## src/rtl/gpp_pkg.sv

```systemverilog
package gpp_pkg;
    // register bus geometry
    localparam int ADDR_W = 5;
    localparam int DATA_W = 8;

    // port widths
    localparam int P0_W = 4;
    localparam int P2_W = 8;
    localparam int P4_W = 8;
    localparam int P5_W = 4;
    localparam int P6_W = 7;
    localparam int P8_W = 8;
    localparam int P9_W = 4;
    localparam int KEY_W = 6;
    localparam int PIN_W = P0_W + P2_W + P4_W + P5_W + P6_W + P8_W + P9_W;

    // lsb of each port inside the packed pin vector
    localparam int P0_LSB = 0;
    localparam int P2_LSB = P0_LSB + P0_W;
    localparam int P4_LSB = P2_LSB + P2_W;
    localparam int P5_LSB = P4_LSB + P4_W;
    localparam int P6_LSB = P5_LSB + P5_W;
    localparam int P8_LSB = P6_LSB + P6_W;
    localparam int P9_LSB = P8_LSB + P8_W;

    // register offsets
    localparam logic [ADDR_W-1:0] ADDR_P0 = 5'h00;
    localparam logic [ADDR_W-1:0] ADDR_P2 = 5'h01;
    localparam logic [ADDR_W-1:0] ADDR_P4 = 5'h02;
    localparam logic [ADDR_W-1:0] ADDR_P5 = 5'h03;
    localparam logic [ADDR_W-1:0] ADDR_P6 = 5'h04;
    localparam logic [ADDR_W-1:0] ADDR_P8 = 5'h05;
    localparam logic [ADDR_W-1:0] ADDR_P9 = 5'h06;
    localparam logic [ADDR_W-1:0] ADDR_M0 = 5'h08;
    localparam logic [ADDR_W-1:0] ADDR_M2 = 5'h09;
    localparam logic [ADDR_W-1:0] ADDR_M4 = 5'h0a;
    localparam logic [ADDR_W-1:0] ADDR_M5 = 5'h0b;
    localparam logic [ADDR_W-1:0] ADDR_M8 = 5'h0c;
    localparam logic [ADDR_W-1:0] ADDR_M9 = 5'h0d;
    localparam logic [ADDR_W-1:0] ADDR_PU_A = 5'h10;
    localparam logic [ADDR_W-1:0] ADDR_PU_B = 5'h11;
    localparam logic [ADDR_W-1:0] ADDR_PU_C = 5'h12;
    localparam logic [ADDR_W-1:0] ADDR_SEG8 = 5'h14;
    localparam logic [ADDR_W-1:0] ADDR_SEG9 = 5'h15;

    // reset values: mode bit 1 means input
    localparam logic [DATA_W-1:0] MODE_RESET = 8'hff;
    localparam logic [DATA_W-1:0] LATCH_RESET = 8'h00;
    localparam logic [DATA_W-1:0] PU_RESET = 8'h00;
    localparam logic [DATA_W-1:0] SEG_RESET = 8'h00;
    localparam logic [DATA_W-1:0] READ_IDLE = 8'h00;

    // pull-up option bit positions
    localparam int PU_A_P0_BIT = 0;
    localparam int PU_A_P4_BIT = 4;
    localparam int PU_B_P2_BIT = 2;
    localparam int PU_C_P8_BIT = 0;
    localparam int PU_C_P9_BIT = 1;
endpackage

```

## src/rtl/gpp_port_pins.sv

```systemverilog
// The implementer's own choices: the strobed register port and the address map.
`timescale 1ns/10ps
module gpp_port_pins #(
    parameter int MASK_ROM_VARIANT = 0,
    parameter logic [gpp_pkg::P5_W-1:0] OD_MASK_PULLUP = 4'h0
) (
    // clock and reset
    input wire logic i_core_clk,
    input wire logic i_rst_b,
    // register port
    input wire logic [gpp_pkg::ADDR_W-1:0] i_addr,
    input wire logic [gpp_pkg::DATA_W-1:0] i_wdata,
    input wire logic i_wr,
    input wire logic i_rd,
    output logic [gpp_pkg::DATA_W-1:0] o_rdata,
    // first port pins
    input wire logic [gpp_pkg::P0_W-1:0] i_first_port_pins,
    output logic [gpp_pkg::P0_W-1:0] o_first_port_pins,
    output logic [gpp_pkg::P0_W-1:0] o_first_port_pins_oe_b,
    output logic [gpp_pkg::P0_W-1:0] o_first_port_pins_pullup,
    // second port pins
    input wire logic [gpp_pkg::P2_W-1:0] i_second_port_pins,
    output logic [gpp_pkg::P2_W-1:0] o_second_port_pins,
    output logic [gpp_pkg::P2_W-1:0] o_second_port_pins_oe_b,
    output logic [gpp_pkg::P2_W-1:0] o_second_port_pins_pullup,
    output logic [gpp_pkg::P2_W-1:0] o_second_port_in,
    // fourth port pins and key return
    input wire logic [gpp_pkg::P4_W-1:0] i_fourth_port_pins,
    output logic [gpp_pkg::P4_W-1:0] o_fourth_port_pins,
    output logic [gpp_pkg::P4_W-1:0] o_fourth_port_pins_oe_b,
    output logic [gpp_pkg::P4_W-1:0] o_fourth_port_pins_pullup,
    output logic [gpp_pkg::KEY_W-1:0] o_key_return_inputs,
    // open-drain port pins
    input wire logic [gpp_pkg::P5_W-1:0] i_open_drain_port_pins,
    output logic [gpp_pkg::P5_W-1:0] o_open_drain_port_pins,
    output logic [gpp_pkg::P5_W-1:0] o_open_drain_port_pins_oe_b,
    output logic [gpp_pkg::P5_W-1:0] o_open_drain_port_pins_pullup,
    // analog-shared input port
    input wire logic [gpp_pkg::P6_W-1:0] i_analog_port_pins,
    output logic [gpp_pkg::P6_W-1:0] o_analog_port_in,
    // eighth and ninth port pins with segment sources
    input wire logic [gpp_pkg::P8_W-1:0] i_eighth_port_pins,
    input wire logic [gpp_pkg::P8_W-1:0] i_segment_outputs_high,
    output logic [gpp_pkg::P8_W-1:0] o_eighth_port_pins,
    output logic [gpp_pkg::P8_W-1:0] o_eighth_port_pins_oe_b,
    output logic [gpp_pkg::P8_W-1:0] o_eighth_port_pins_pullup,
    input wire logic [gpp_pkg::P9_W-1:0] i_ninth_port_pins,
    input wire logic [gpp_pkg::P9_W-1:0] i_segment_outputs_mid,
    output logic [gpp_pkg::P9_W-1:0] o_ninth_port_pins,
    output logic [gpp_pkg::P9_W-1:0] o_ninth_port_pins_oe_b,
    output logic [gpp_pkg::P9_W-1:0] o_ninth_port_pins_pullup
);

    // elaboration check on the variant switch
    if (MASK_ROM_VARIANT != 0 && MASK_ROM_VARIANT != 1) begin : g_bad_variant
        $error("MASK_ROM_VARIANT must be 0 or 1");
    end

    // per port: output latch, mode (1 = input), synchronised pin view; the analog port has only the pin view
    logic [gpp_pkg::P0_W-1:0] latch0, mode0, sync0;
    logic [gpp_pkg::P2_W-1:0] latch2, mode2, sync2;
    logic [gpp_pkg::P4_W-1:0] latch4, mode4, sync4;
    logic [gpp_pkg::P5_W-1:0] latch5, mode5, sync5;
    logic [gpp_pkg::P6_W-1:0] sync6;
    // segment select, 1 = segment source drives the pin
    logic [gpp_pkg::P8_W-1:0] latch8, mode8, sync8, seg8;
    logic [gpp_pkg::P9_W-1:0] latch9, mode9, sync9, seg9;
    // pull-up options and read mux value
    logic [gpp_pkg::DATA_W-1:0] pullup_select_a, pullup_select_b;
    logic [gpp_pkg::DATA_W-1:0] pullup_select_c, next_rdata;
    // pin synchroniser
    logic [gpp_pkg::PIN_W-1:0] pin_meta, pin_sync, pin_raw;

    function automatic logic wr_at(input logic [gpp_pkg::ADDR_W-1:0] a);
        wr_at = i_wr && (i_addr == a);
    endfunction

    // pin vector; pins are asynchronous to the core clock
    assign pin_raw = {i_ninth_port_pins, i_eighth_port_pins,
                      i_analog_port_pins, i_open_drain_port_pins,
                      i_fourth_port_pins, i_second_port_pins,
                      i_first_port_pins};

    // two-stage synchroniser, first stage read only by second
    always_ff @(posedge i_core_clk or negedge i_rst_b) begin
        if (!i_rst_b) begin
            pin_meta <= '0;
            pin_sync <= '0;
        end else begin
            pin_meta <= pin_raw;
            pin_sync <= pin_meta;
        end
    end

    assign sync0 = pin_sync[gpp_pkg::P0_LSB +: gpp_pkg::P0_W];
    assign sync2 = pin_sync[gpp_pkg::P2_LSB +: gpp_pkg::P2_W];
    assign sync4 = pin_sync[gpp_pkg::P4_LSB +: gpp_pkg::P4_W];
    assign sync5 = pin_sync[gpp_pkg::P5_LSB +: gpp_pkg::P5_W];
    assign sync6 = pin_sync[gpp_pkg::P6_LSB +: gpp_pkg::P6_W];
    assign sync8 = pin_sync[gpp_pkg::P8_LSB +: gpp_pkg::P8_W];
    assign sync9 = pin_sync[gpp_pkg::P9_LSB +: gpp_pkg::P9_W];

    // output latches, written at the port offsets
    always_ff @(posedge i_core_clk or negedge i_rst_b) begin
        if (!i_rst_b) begin
            latch0 <= gpp_pkg::LATCH_RESET[gpp_pkg::P0_W-1:0];
            latch2 <= gpp_pkg::LATCH_RESET[gpp_pkg::P2_W-1:0];
            latch4 <= gpp_pkg::LATCH_RESET[gpp_pkg::P4_W-1:0];
            latch5 <= gpp_pkg::LATCH_RESET[gpp_pkg::P5_W-1:0];
            latch8 <= gpp_pkg::LATCH_RESET[gpp_pkg::P8_W-1:0];
            latch9 <= gpp_pkg::LATCH_RESET[gpp_pkg::P9_W-1:0];
        end else begin
            if (wr_at(gpp_pkg::ADDR_P0)) latch0 <= i_wdata[gpp_pkg::P0_W-1:0];
            if (wr_at(gpp_pkg::ADDR_P2)) latch2 <= i_wdata[gpp_pkg::P2_W-1:0];
            if (wr_at(gpp_pkg::ADDR_P4)) latch4 <= i_wdata[gpp_pkg::P4_W-1:0];
            if (wr_at(gpp_pkg::ADDR_P5)) latch5 <= i_wdata[gpp_pkg::P5_W-1:0];
            if (wr_at(gpp_pkg::ADDR_P8)) latch8 <= i_wdata[gpp_pkg::P8_W-1:0];
            if (wr_at(gpp_pkg::ADDR_P9)) latch9 <= i_wdata[gpp_pkg::P9_W-1:0];
        end
    end

    // per-pin direction; all inputs out of reset
    always_ff @(posedge i_core_clk or negedge i_rst_b) begin
        if (!i_rst_b) begin
            mode0 <= gpp_pkg::MODE_RESET[gpp_pkg::P0_W-1:0];
            mode2 <= gpp_pkg::MODE_RESET[gpp_pkg::P2_W-1:0];
            mode4 <= gpp_pkg::MODE_RESET[gpp_pkg::P4_W-1:0];
            mode5 <= gpp_pkg::MODE_RESET[gpp_pkg::P5_W-1:0];
            mode8 <= gpp_pkg::MODE_RESET[gpp_pkg::P8_W-1:0];
            mode9 <= gpp_pkg::MODE_RESET[gpp_pkg::P9_W-1:0];
        end else begin
            if (wr_at(gpp_pkg::ADDR_M0)) mode0 <= i_wdata[gpp_pkg::P0_W-1:0];
            if (wr_at(gpp_pkg::ADDR_M2)) mode2 <= i_wdata[gpp_pkg::P2_W-1:0];
            if (wr_at(gpp_pkg::ADDR_M4)) mode4 <= i_wdata[gpp_pkg::P4_W-1:0];
            if (wr_at(gpp_pkg::ADDR_M5)) mode5 <= i_wdata[gpp_pkg::P5_W-1:0];
            if (wr_at(gpp_pkg::ADDR_M8)) mode8 <= i_wdata[gpp_pkg::P8_W-1:0];
            if (wr_at(gpp_pkg::ADDR_M9)) mode9 <= i_wdata[gpp_pkg::P9_W-1:0];
        end
    end

    // pull-up options and segment selects
    always_ff @(posedge i_core_clk or negedge i_rst_b) begin
        if (!i_rst_b) begin
            pullup_select_a <= gpp_pkg::PU_RESET;
            pullup_select_b <= gpp_pkg::PU_RESET;
            pullup_select_c <= gpp_pkg::PU_RESET;
            seg8 <= gpp_pkg::SEG_RESET[gpp_pkg::P8_W-1:0];
            seg9 <= gpp_pkg::SEG_RESET[gpp_pkg::P9_W-1:0];
        end else begin
            if (wr_at(gpp_pkg::ADDR_PU_A)) pullup_select_a <= i_wdata;
            if (wr_at(gpp_pkg::ADDR_PU_B)) pullup_select_b <= i_wdata;
            if (wr_at(gpp_pkg::ADDR_PU_C)) pullup_select_c <= i_wdata;
            if (wr_at(gpp_pkg::ADDR_SEG8)) seg8 <= i_wdata[gpp_pkg::P8_W-1:0];
            if (wr_at(gpp_pkg::ADDR_SEG9)) seg9 <= i_wdata[gpp_pkg::P9_W-1:0];
        end
    end

    // push-pull drivers; oe_b low while the pin is driven
    always_ff @(posedge i_core_clk or negedge i_rst_b) begin
        if (!i_rst_b) begin
            o_first_port_pins <= '0;
            o_first_port_pins_oe_b <= '1;
            o_second_port_pins <= '0;
            o_second_port_pins_oe_b <= '1;
            o_fourth_port_pins <= '0;
            o_fourth_port_pins_oe_b <= '1;
        end else begin
            o_first_port_pins <= latch0;
            o_first_port_pins_oe_b <= mode0;
            o_second_port_pins <= latch2;
            o_second_port_pins_oe_b <= mode2;
            o_fourth_port_pins <= latch4;
            o_fourth_port_pins_oe_b <= mode4;
        end
    end

    // segment select overrides latch and direction
    always_ff @(posedge i_core_clk or negedge i_rst_b) begin
        if (!i_rst_b) begin
            o_eighth_port_pins <= '0;
            o_eighth_port_pins_oe_b <= '1;
            o_ninth_port_pins <= '0;
            o_ninth_port_pins_oe_b <= '1;
        end else begin
            o_eighth_port_pins <= (seg8 & i_segment_outputs_high)
                                | (~seg8 & latch8);
            o_eighth_port_pins_oe_b <= mode8 & ~seg8;
            o_ninth_port_pins <= (seg9 & i_segment_outputs_mid)
                               | (~seg9 & latch9);
            o_ninth_port_pins_oe_b <= mode9 & ~seg9;
        end
    end

    // open-drain: only ever pulls low, released otherwise
    always_ff @(posedge i_core_clk or negedge i_rst_b) begin
        if (!i_rst_b) begin
            o_open_drain_port_pins <= '0;
            o_open_drain_port_pins_oe_b <= '1;
        end else begin
            o_open_drain_port_pins <= '0;
            o_open_drain_port_pins_oe_b <= mode5 | latch5;
        end
    end

    // pull-ups: enabled only on pins that are inputs
    always_ff @(posedge i_core_clk or negedge i_rst_b) begin
        if (!i_rst_b) begin
            o_first_port_pins_pullup <= '0;
            o_second_port_pins_pullup <= '0;
            o_fourth_port_pins_pullup <= '0;
            o_eighth_port_pins_pullup <= '0;
            o_ninth_port_pins_pullup <= '0;
            o_open_drain_port_pins_pullup <= '0;
        end else begin
            o_first_port_pins_pullup <= mode0
                & {gpp_pkg::P0_W{pullup_select_a[gpp_pkg::PU_A_P0_BIT]}};
            o_fourth_port_pins_pullup <= mode4
                & {gpp_pkg::P4_W{pullup_select_a[gpp_pkg::PU_A_P4_BIT]}};
            o_second_port_pins_pullup <= mode2
                & {gpp_pkg::P2_W{pullup_select_b[gpp_pkg::PU_B_P2_BIT]}};
            // a segment pin is an output, so its pull-up drops
            o_eighth_port_pins_pullup <= mode8 & ~seg8
                & {gpp_pkg::P8_W{pullup_select_c[gpp_pkg::PU_C_P8_BIT]}};
            o_ninth_port_pins_pullup <= mode9 & ~seg9
                & {gpp_pkg::P9_W{pullup_select_c[gpp_pkg::PU_C_P9_BIT]}};
            // mask fixed at build time and gated by mode5; no pull-up option bit reaches it
            o_open_drain_port_pins_pullup <= (MASK_ROM_VARIANT == 1) ?
                (mode5 & OD_MASK_PULLUP) : '0;
        end
    end

    // digital views handed to peripherals
    always_ff @(posedge i_core_clk or negedge i_rst_b) begin
        if (!i_rst_b) begin
            o_second_port_in <= '0;
            o_key_return_inputs <= '0;
            o_analog_port_in <= '0;
        end else begin
            o_second_port_in <= sync2;
            o_key_return_inputs <= sync4[gpp_pkg::KEY_W-1:0];
            o_analog_port_in <= sync6;
        end
    end

    // read mux: inputs show the pin, outputs show the latch
    always_comb begin
        next_rdata = gpp_pkg::READ_IDLE;
        if (i_rd) begin
            unique case (i_addr)
                gpp_pkg::ADDR_P0: next_rdata = 8'((sync0 & mode0) | (latch0 & ~mode0));
                gpp_pkg::ADDR_P2: next_rdata = (sync2 & mode2) | (latch2 & ~mode2);
                gpp_pkg::ADDR_P4: next_rdata = (sync4 & mode4) | (latch4 & ~mode4);
                gpp_pkg::ADDR_P5: next_rdata = 8'((sync5 & mode5) | (latch5 & ~mode5));
                gpp_pkg::ADDR_P6: next_rdata = 8'(sync6);
                gpp_pkg::ADDR_P8: next_rdata = (sync8 & mode8) | (latch8 & ~mode8);
                gpp_pkg::ADDR_P9: next_rdata = 8'((sync9 & mode9) | (latch9 & ~mode9));
                gpp_pkg::ADDR_M0: next_rdata = 8'(mode0);
                gpp_pkg::ADDR_M2: next_rdata = mode2;
                gpp_pkg::ADDR_M4: next_rdata = mode4;
                gpp_pkg::ADDR_M5: next_rdata = 8'(mode5);
                gpp_pkg::ADDR_M8: next_rdata = mode8;
                gpp_pkg::ADDR_M9: next_rdata = 8'(mode9);
                gpp_pkg::ADDR_PU_A: next_rdata = pullup_select_a;
                gpp_pkg::ADDR_PU_B: next_rdata = pullup_select_b;
                gpp_pkg::ADDR_PU_C: next_rdata = pullup_select_c;
                gpp_pkg::ADDR_SEG8: next_rdata = seg8;
                gpp_pkg::ADDR_SEG9: next_rdata = 8'(seg9);
                default: next_rdata = gpp_pkg::READ_IDLE; // unmapped reads zero
            endcase
        end
    end

    // read data valid only in the cycle after the strobe
    always_ff @(posedge i_core_clk or negedge i_rst_b) begin
        if (!i_rst_b) begin
            o_rdata <= gpp_pkg::READ_IDLE;
        end else begin
            o_rdata <= next_rdata;
        end
    end
endmodule

```

## config.mk

```make
export PLATFORM = sky130hd
export DESIGN_NAME = gpp_port_pins
export DESIGN_NICKNAME = d
export VERILOG_FILES = /design/src/rtl/gpp_pkg.sv /design/src/rtl/gpp_port_pins.sv
export SDC_FILE = /design/constraint.sdc
export NUM_CORES = 1
export LEC_CHECK = 0
export BUFFER_PORTS_ARGS = -buffer_cell sky130_fd_sc_hd__buf_2
export CAP_MARGIN = 15
export CORE_AREA = 2 2 174 176
export DETAILED_ROUTE_END_ITERATION = 16
export DIE_AREA = 0 0 176 178
export PLACE_DENSITY = 0.58
export SLEW_MARGIN = 30
export SYNTH_ARGS = -nofsm -noshare
export SYNTH_HDL_FRONTEND = slang
export SYNTH_SLANG_ARGS = --single-unit
export TNS_END_PERCENT = 30
```

## constraint.sdc

```tcl
create_clock -name i_core_clk -period 2.3 [get_ports i_core_clk]
set_input_delay 0.115 -clock i_core_clk [delete_from_list [all_inputs] [get_ports i_core_clk]]
set_output_delay 0.115 -clock i_core_clk [all_outputs]
set_load 0.01 [all_outputs]
```

# Word level (Yosys, flattened, before mapping)
# Cells that the tools add are included.
[op_classes]
n_mul = 0
magnitude_cmp = 0
div = 0
bitwise_logic = 40
muxes = 2
shift = 0
n_eq_ne = 17
addsub = 0
reduce_logical = 18
[ops]
columns = ["cell", "n"]
rows = [
  ["8-bit case mux with 18 select lines", 1],
  ["8-bit AND", 12],
  ["4-bit AND", 8],
  ["8-bit inverter", 4],
  ["8-bit OR", 4],
  ["5-bit by 4-bit == test with 1-bit output (second input constant)", 6],
  ["5-bit == test (second input constant)", 5],
  ["4-bit by 8-bit AND with 8-bit output", 3],
  ["4-bit inverter with 8-bit output", 3],
  ["4-bit by 8-bit OR with 8-bit output", 3],
  ["1-bit logical AND", 17],
  ["5-bit by 3-bit == test with 1-bit output (second input constant)", 3],
  ["5-bit by 2-bit == test with 1-bit output (second input constant)", 2],
  ["8-bit 2-to-1 mux", 1],
  ["4-bit OR", 2],
  ["5-bit by 1-bit == test with 1-bit output (second input constant)", 1],
  ["5-bit zero test", 1],
  ["4-bit inverter", 1],
]
[totals]
reg_bits = 323
ram_bits = 0
romBits = 0
in_bits = 72
memories = 0
latch_bits = 0
elab_cells = 116
out_inout_bits = 137

# Longest topological paths before layout
[logic_depth]
depth_word = 5
ltp_mapped = 8
ltp_nobuf = 5

# Worst setup path after synthesis
# No wires, ideal clock.
[synth_timing]
kind = "input -> register"
startpoint = "input i_addr[4] in the netlist's numbering"
endpoint = "register o_rdata[4] in the netlist's numbering"
path_slack_ns = 0.809
cell_stages = 8
required_time_ns = 2.157
n_path_buf = 3
arrival_time_ns = 1.348
cell_sequence = "buf_2 nor2b_1 buf_2 and2_4 buf_12 a32o_1 nor4b_2 a31oi_1"
[synth_via]
elab_chain_len = 3
word_cells_on_any_way = 20
[synth_rtl]
columns = ["element", "line", "rtl"]
rows = [
  ["from (decl)", "gpp_port_pins.sv:11", "input wire logic [gpp_pkg::ADDR_W-1:0] i_addr,"],
  ["5-bit == test, or another cell as far along", "gpp_port_pins.sv:249", "unique case (i_addr)"],
  ["8-bit case mux with 18 select lines (*)", "gpp_port_pins.sv:249", ""],
  ["8-bit 2-to-1 mux (*)", "gpp_port_pins.sv:248", "if (i_rd) begin"],
  ["via next_rdata (one bit)", "gpp_port_pins.sv:70", "logic [gpp_pkg::DATA_W-1:0] pullup_select_c, next_rdata;"],
  ["to (signal assigned)", "gpp_port_pins.sv:276", "o_rdata <= gpp_pkg::READ_IDLE;"],
  ["to (signal assigned)", "gpp_port_pins.sv:278", "o_rdata <= next_rdata;"],
  ["to (decl)", "gpp_port_pins.sv:15", "output logic [gpp_pkg::DATA_W-1:0] o_rdata,"],
]
# Mark *: on every way through the listed nets, which the timed path passes. The rest lies on a longest branch.
# A chain may end at the register's enable or synchronous reset.

# Worst setup path in the final report
[layout_timing]
startpoint = "register mode0[0] in the netlist's numbering"
endpoint = "register o_rdata[0] in the netlist's numbering"
[layout_via]
elab_chain_len = 5
word_cells_on_any_way = 6
[layout_rtl]
columns = ["element", "line", "rtl"]
rows = [
  ["from (decl)", "gpp_port_pins.sv:60", "logic [gpp_pkg::P0_W-1:0] latch0, mode0, sync0;"],
  ["from (signal assigned)", "gpp_port_pins.sv:125", "mode0 <= gpp_pkg::MODE_RESET[gpp_pkg::P0_W-1:0];"],
  ["from (signal assigned)", "gpp_port_pins.sv:132", "if (wr_at(gpp_pkg::ADDR_M0)) mode0 <= i_wdata[gpp_pkg::P0_W-1:0];"],
  ["4-bit inverter with 8-bit output", "gpp_port_pins.sv:250", "gpp_pkg::ADDR_P0: next_rdata = 8'((sync0 & mode0) | (latch0 & ~mode0));"],
  ["4-bit by 8-bit AND with 8-bit output", "gpp_port_pins.sv:250", ""],
  ["4-bit by 8-bit OR with 8-bit output", "gpp_port_pins.sv:250", ""],
  ["8-bit case mux with 18 select lines (*)", "gpp_port_pins.sv:249", ""],
  ["8-bit 2-to-1 mux (*)", "gpp_port_pins.sv:248", ""],
  ["via next_rdata (one bit)", "gpp_port_pins.sv:70", ""],
]
# Marks and branches as above.

==> run_results.csv <==
group,metric,value,unit
cells_and_area,final_nets,1105,
flow_run,max_cap_viol_count,0,
setup_path,arrival,2.11,ns
clock_tree,cts_sinks,323,
cells_and_area,final_layout_size_suffix_gt1_frac,0.460,
synth,ys_warn_count,0,
synth,synthDistinctLibCells,63,
floorplan,rows,63,
setup_path,worstPathRequired,2.69,ns
pwr,finalPower,14.7,mW
placement,globalplace.congestion,0.876,
synth,ys.flop_type,"dfrtp_1",
clock_tree,cts_root_buf,"clkbuf_16",
sta,relSlewSlack,0.589,
hold_path,min_path_type,"input port to register",
setup_path,timing.critical_path.from,"mode0[0]",
detailed_routing,via_per_inst,4.90,
clock_tree,clk_pin_slew,0.06,ns
synth,synth_edf_count,0,
grt,grt_max_degree,81,
synth,synth_area_leaders,"dfrtp_1 54%, dfstp_2 16%, mux2_2 10%",
setup_path,critPathKind,"register to register",
detailed_routing,routed_wl,31.7,mm
cells_and_area,largestRegisters,"pin_meta (43), pin_sync (43)",
detailed_routing,final_antenna_net_count,0,
detailed_routing,drtIter0Drc,324,
grt,globalRouteOverflowTotal,0,
detailed_routing,wl_per_cell,21.9,um
clock_tree,cts_tree,"built",
setup_path,rr_endpoint,"o_rdata[0]",
setup_path,end_kind,"register",
cells_and_area,instances_no_fill,1449,
setup_path,rr_startpoint,"mode0[0]",
setup_path,crit_buf_inv,0,
pwr,p_leak,6.95,nW
floorplan,core-area,0.0294,mm2
setup_path,path_depth,5,
floorplan,ios,209,
detailed_routing,drc_errors,0,
detailed_routing,vias,7099,
sta,holdWs,0.0582,ns
setup_path,endpoint,"o_rdata[0]",
synth,synth_area,0.0116,mm2
clock_tree,htreeDepth,2,
grt,antenna_found_initial,1,
placement,dp_hpwl,22.3,mm
synth,synth_top_area_frac,0.539,
setup_path,crit_chain,"o21ai_0 > or4_1 > o211ai_1 > nor3_1 > a31oi_1",
clock_tree,clockBufferDepth,3,
clock_tree,post_cts_buffers,0,
sta,worst_slew_pin_slew,0.615,ns
setup_path,cp-start-kind,"register",
cells_and_area,n_antenna_cell,0,
cells_and_area,fillers,2548,
pwr,power_density,986,mW/mm2
synth,syn_area_per_cell,15.6,um2
cells_and_area,syn2layout_area_growth,27.8,%
placement,dp.cells,1330,
sta,finalSetupTns,0,ns
detailed_routing,dr.pass1.iters,4,
synth,synthTopCellsByCount,"251 x dfrtp_1, 106 x mux2_2, 72 x dfstp_2, 36 x and2_1, 25 x mux2i_1",
setup_path,slowest_stage,"dfstp_2",
setup_path,slowest_delay,0.59,ns
placement,io_buffers,200,
outcome,status,"finished clean",
floorplan,die_area,0.0313,mm2
synth,synth_seq_cells,323,
synth,syn_inst,748,
synth,async_flop_share,1.00,
synth,yosys.cell_count.top_type,"dfrtp_1",
clock_tree,cts_made_buffers,35,
clock_tree,worst_skew_pair.late_latency,0.50,ns
pwr,ir_drop,0.000452,V
floorplan,start_util,0.396,
sta,setup_viol,0,
sta,finalCritPeriodShare,0.749,
sta,finClkSkew,0.00777,ns
floorplan,die_w,176,um
grt,grt_usage,0.206,
setup_path,path_delay_family,"flip-flops",
synth,synth_area_leader_cell,"dfrtp_1",
setup_path,cp_max_fo,5,
grt,grt_pass1_wl,47.6,mm
sta,hold_viol,0,
sta,clock.fmax,581,MHz
grt,grt_pass1_vias,7530,
floorplan,die_h,178,um
synth,synth-seq-area-share,0.702,
sta,rsz0062_at_grt,"false",
setup_path,r2r_cells,5,
sta,slew_violations,0,
sta,fin_crit,1.72,ns
setup_path,rrSetupSlack,0.58,ns
==> metal layers <==
metal | track usage | vias up | routed length (um)
li1 | - | 3184 | -
met1 | 0.287 | 3687 | 14500
met2 | 0.338 | 189 | 15300
met3 | 0.0343 | 37 | 1290
met4 | 0.0527 | 2 | 606
met5 | 0 | - | 10
==> where the power goes <==
group | total [mW] | internal [mW] | switching (mW)
clock | 5.65 | 3.46 | 2.18
sequential | 7.26 | 6.65 | 0.608
combinational | 1.76 | 0.890 | 0.872
total | 14.7 | 11.0 | 3.66
==> cell type report <==
| type | instances | area [um2] | share of cell area |
|---|---|---|---|
| Multi-Input combinational cell | 389 | 3250 | 0.218 |
| Inverter | 6 | 22.5 | 0.00151 |
| Clock inverter | 10 | 114 | 0.00765 |
| Clock buffer | 53 | 1080 | 0.0723 |
| Tap cell | 390 | 488 | 0.0328 |
| Sequential cell | 323 | 8170 | 0.549 |
| Timing Repair Buffer | 278 | 1760 | 0.118 |
==> layout by cell type, fill, tap and decap left out, drive strengths merged, types with 3 or more instances in the layout <==
master and instances:
nand2 28, nor2 14, or4 3, nor3b 6, nand3 19, clkinv 7
o21ai 11, nor2b 18, and3 3, a211oi 4, a32o 3, a21o 4
nand4 4, a21oi 13, or2 5, o2bb2ai 3, clkbuf 53, buf 222
o2111ai 5, nor4bb 3, nor3 6, dfrtp 251, and2 37, mux2i 25
conb 8, a221oi 4, mux2 123, a22oi 3, inv 6, o22ai 5
a31oi 8, dfstp 72, a41oi 4, dlygate4sd3 56, o32ai 3
==> worst min path at each step <==
stage                    start                      endpoint  depth (start not counted)
finish              i_wdata[7]                       seg8[7]                          2
global route        i_wdata[7]                       seg8[7]                          2
CTS                 i_wdata[7]                       seg8[7]                          2
detailed placement     i_rst_b                   pin_sync[8]                          1
global placement       i_rst_b  o_second_port_pins_pullup[6]                          1
floorplan              i_rst_b                     latch0[0]                          0
==> cells by family after synthesis <==
| logic type | Yosys count | synth area share |
|---|---|---|
| other | 1 | 0.000322 |
| and+or+nand+nor | 158 | 0.0873 |
| buffers and inverters | 43 | 0.0213 |
| DFF | 323 | 0.702 |
| muxes | 149 | 0.145 |
| AOI/OAI and AO/OA | 74 | 0.0442 |
==> per-stage QoR <==
| step | area [um2] | utilization | setup WS [ns] |
|---|---|---|---|
| final | 14900 | 0.506 | 0.577 |
| after global routing | 14900 | 0.506 | 0.524 |
| after CTS | 14900 | 0.506 | 0.595 |
| after detailed placement | 13100 | 0.447 | 0.204 |
| after global placement | 13100 | 0.447 | 0.276 |
| after floorplan | 11700 | - | 0.809 |
==> timing repair <==
action,in CTS,in global routing
hold endpoints to repair,109,0
hold buffers,56,0
gates resized for setup,0,0
Note: power is estimated with default switching activity, not from simulation.
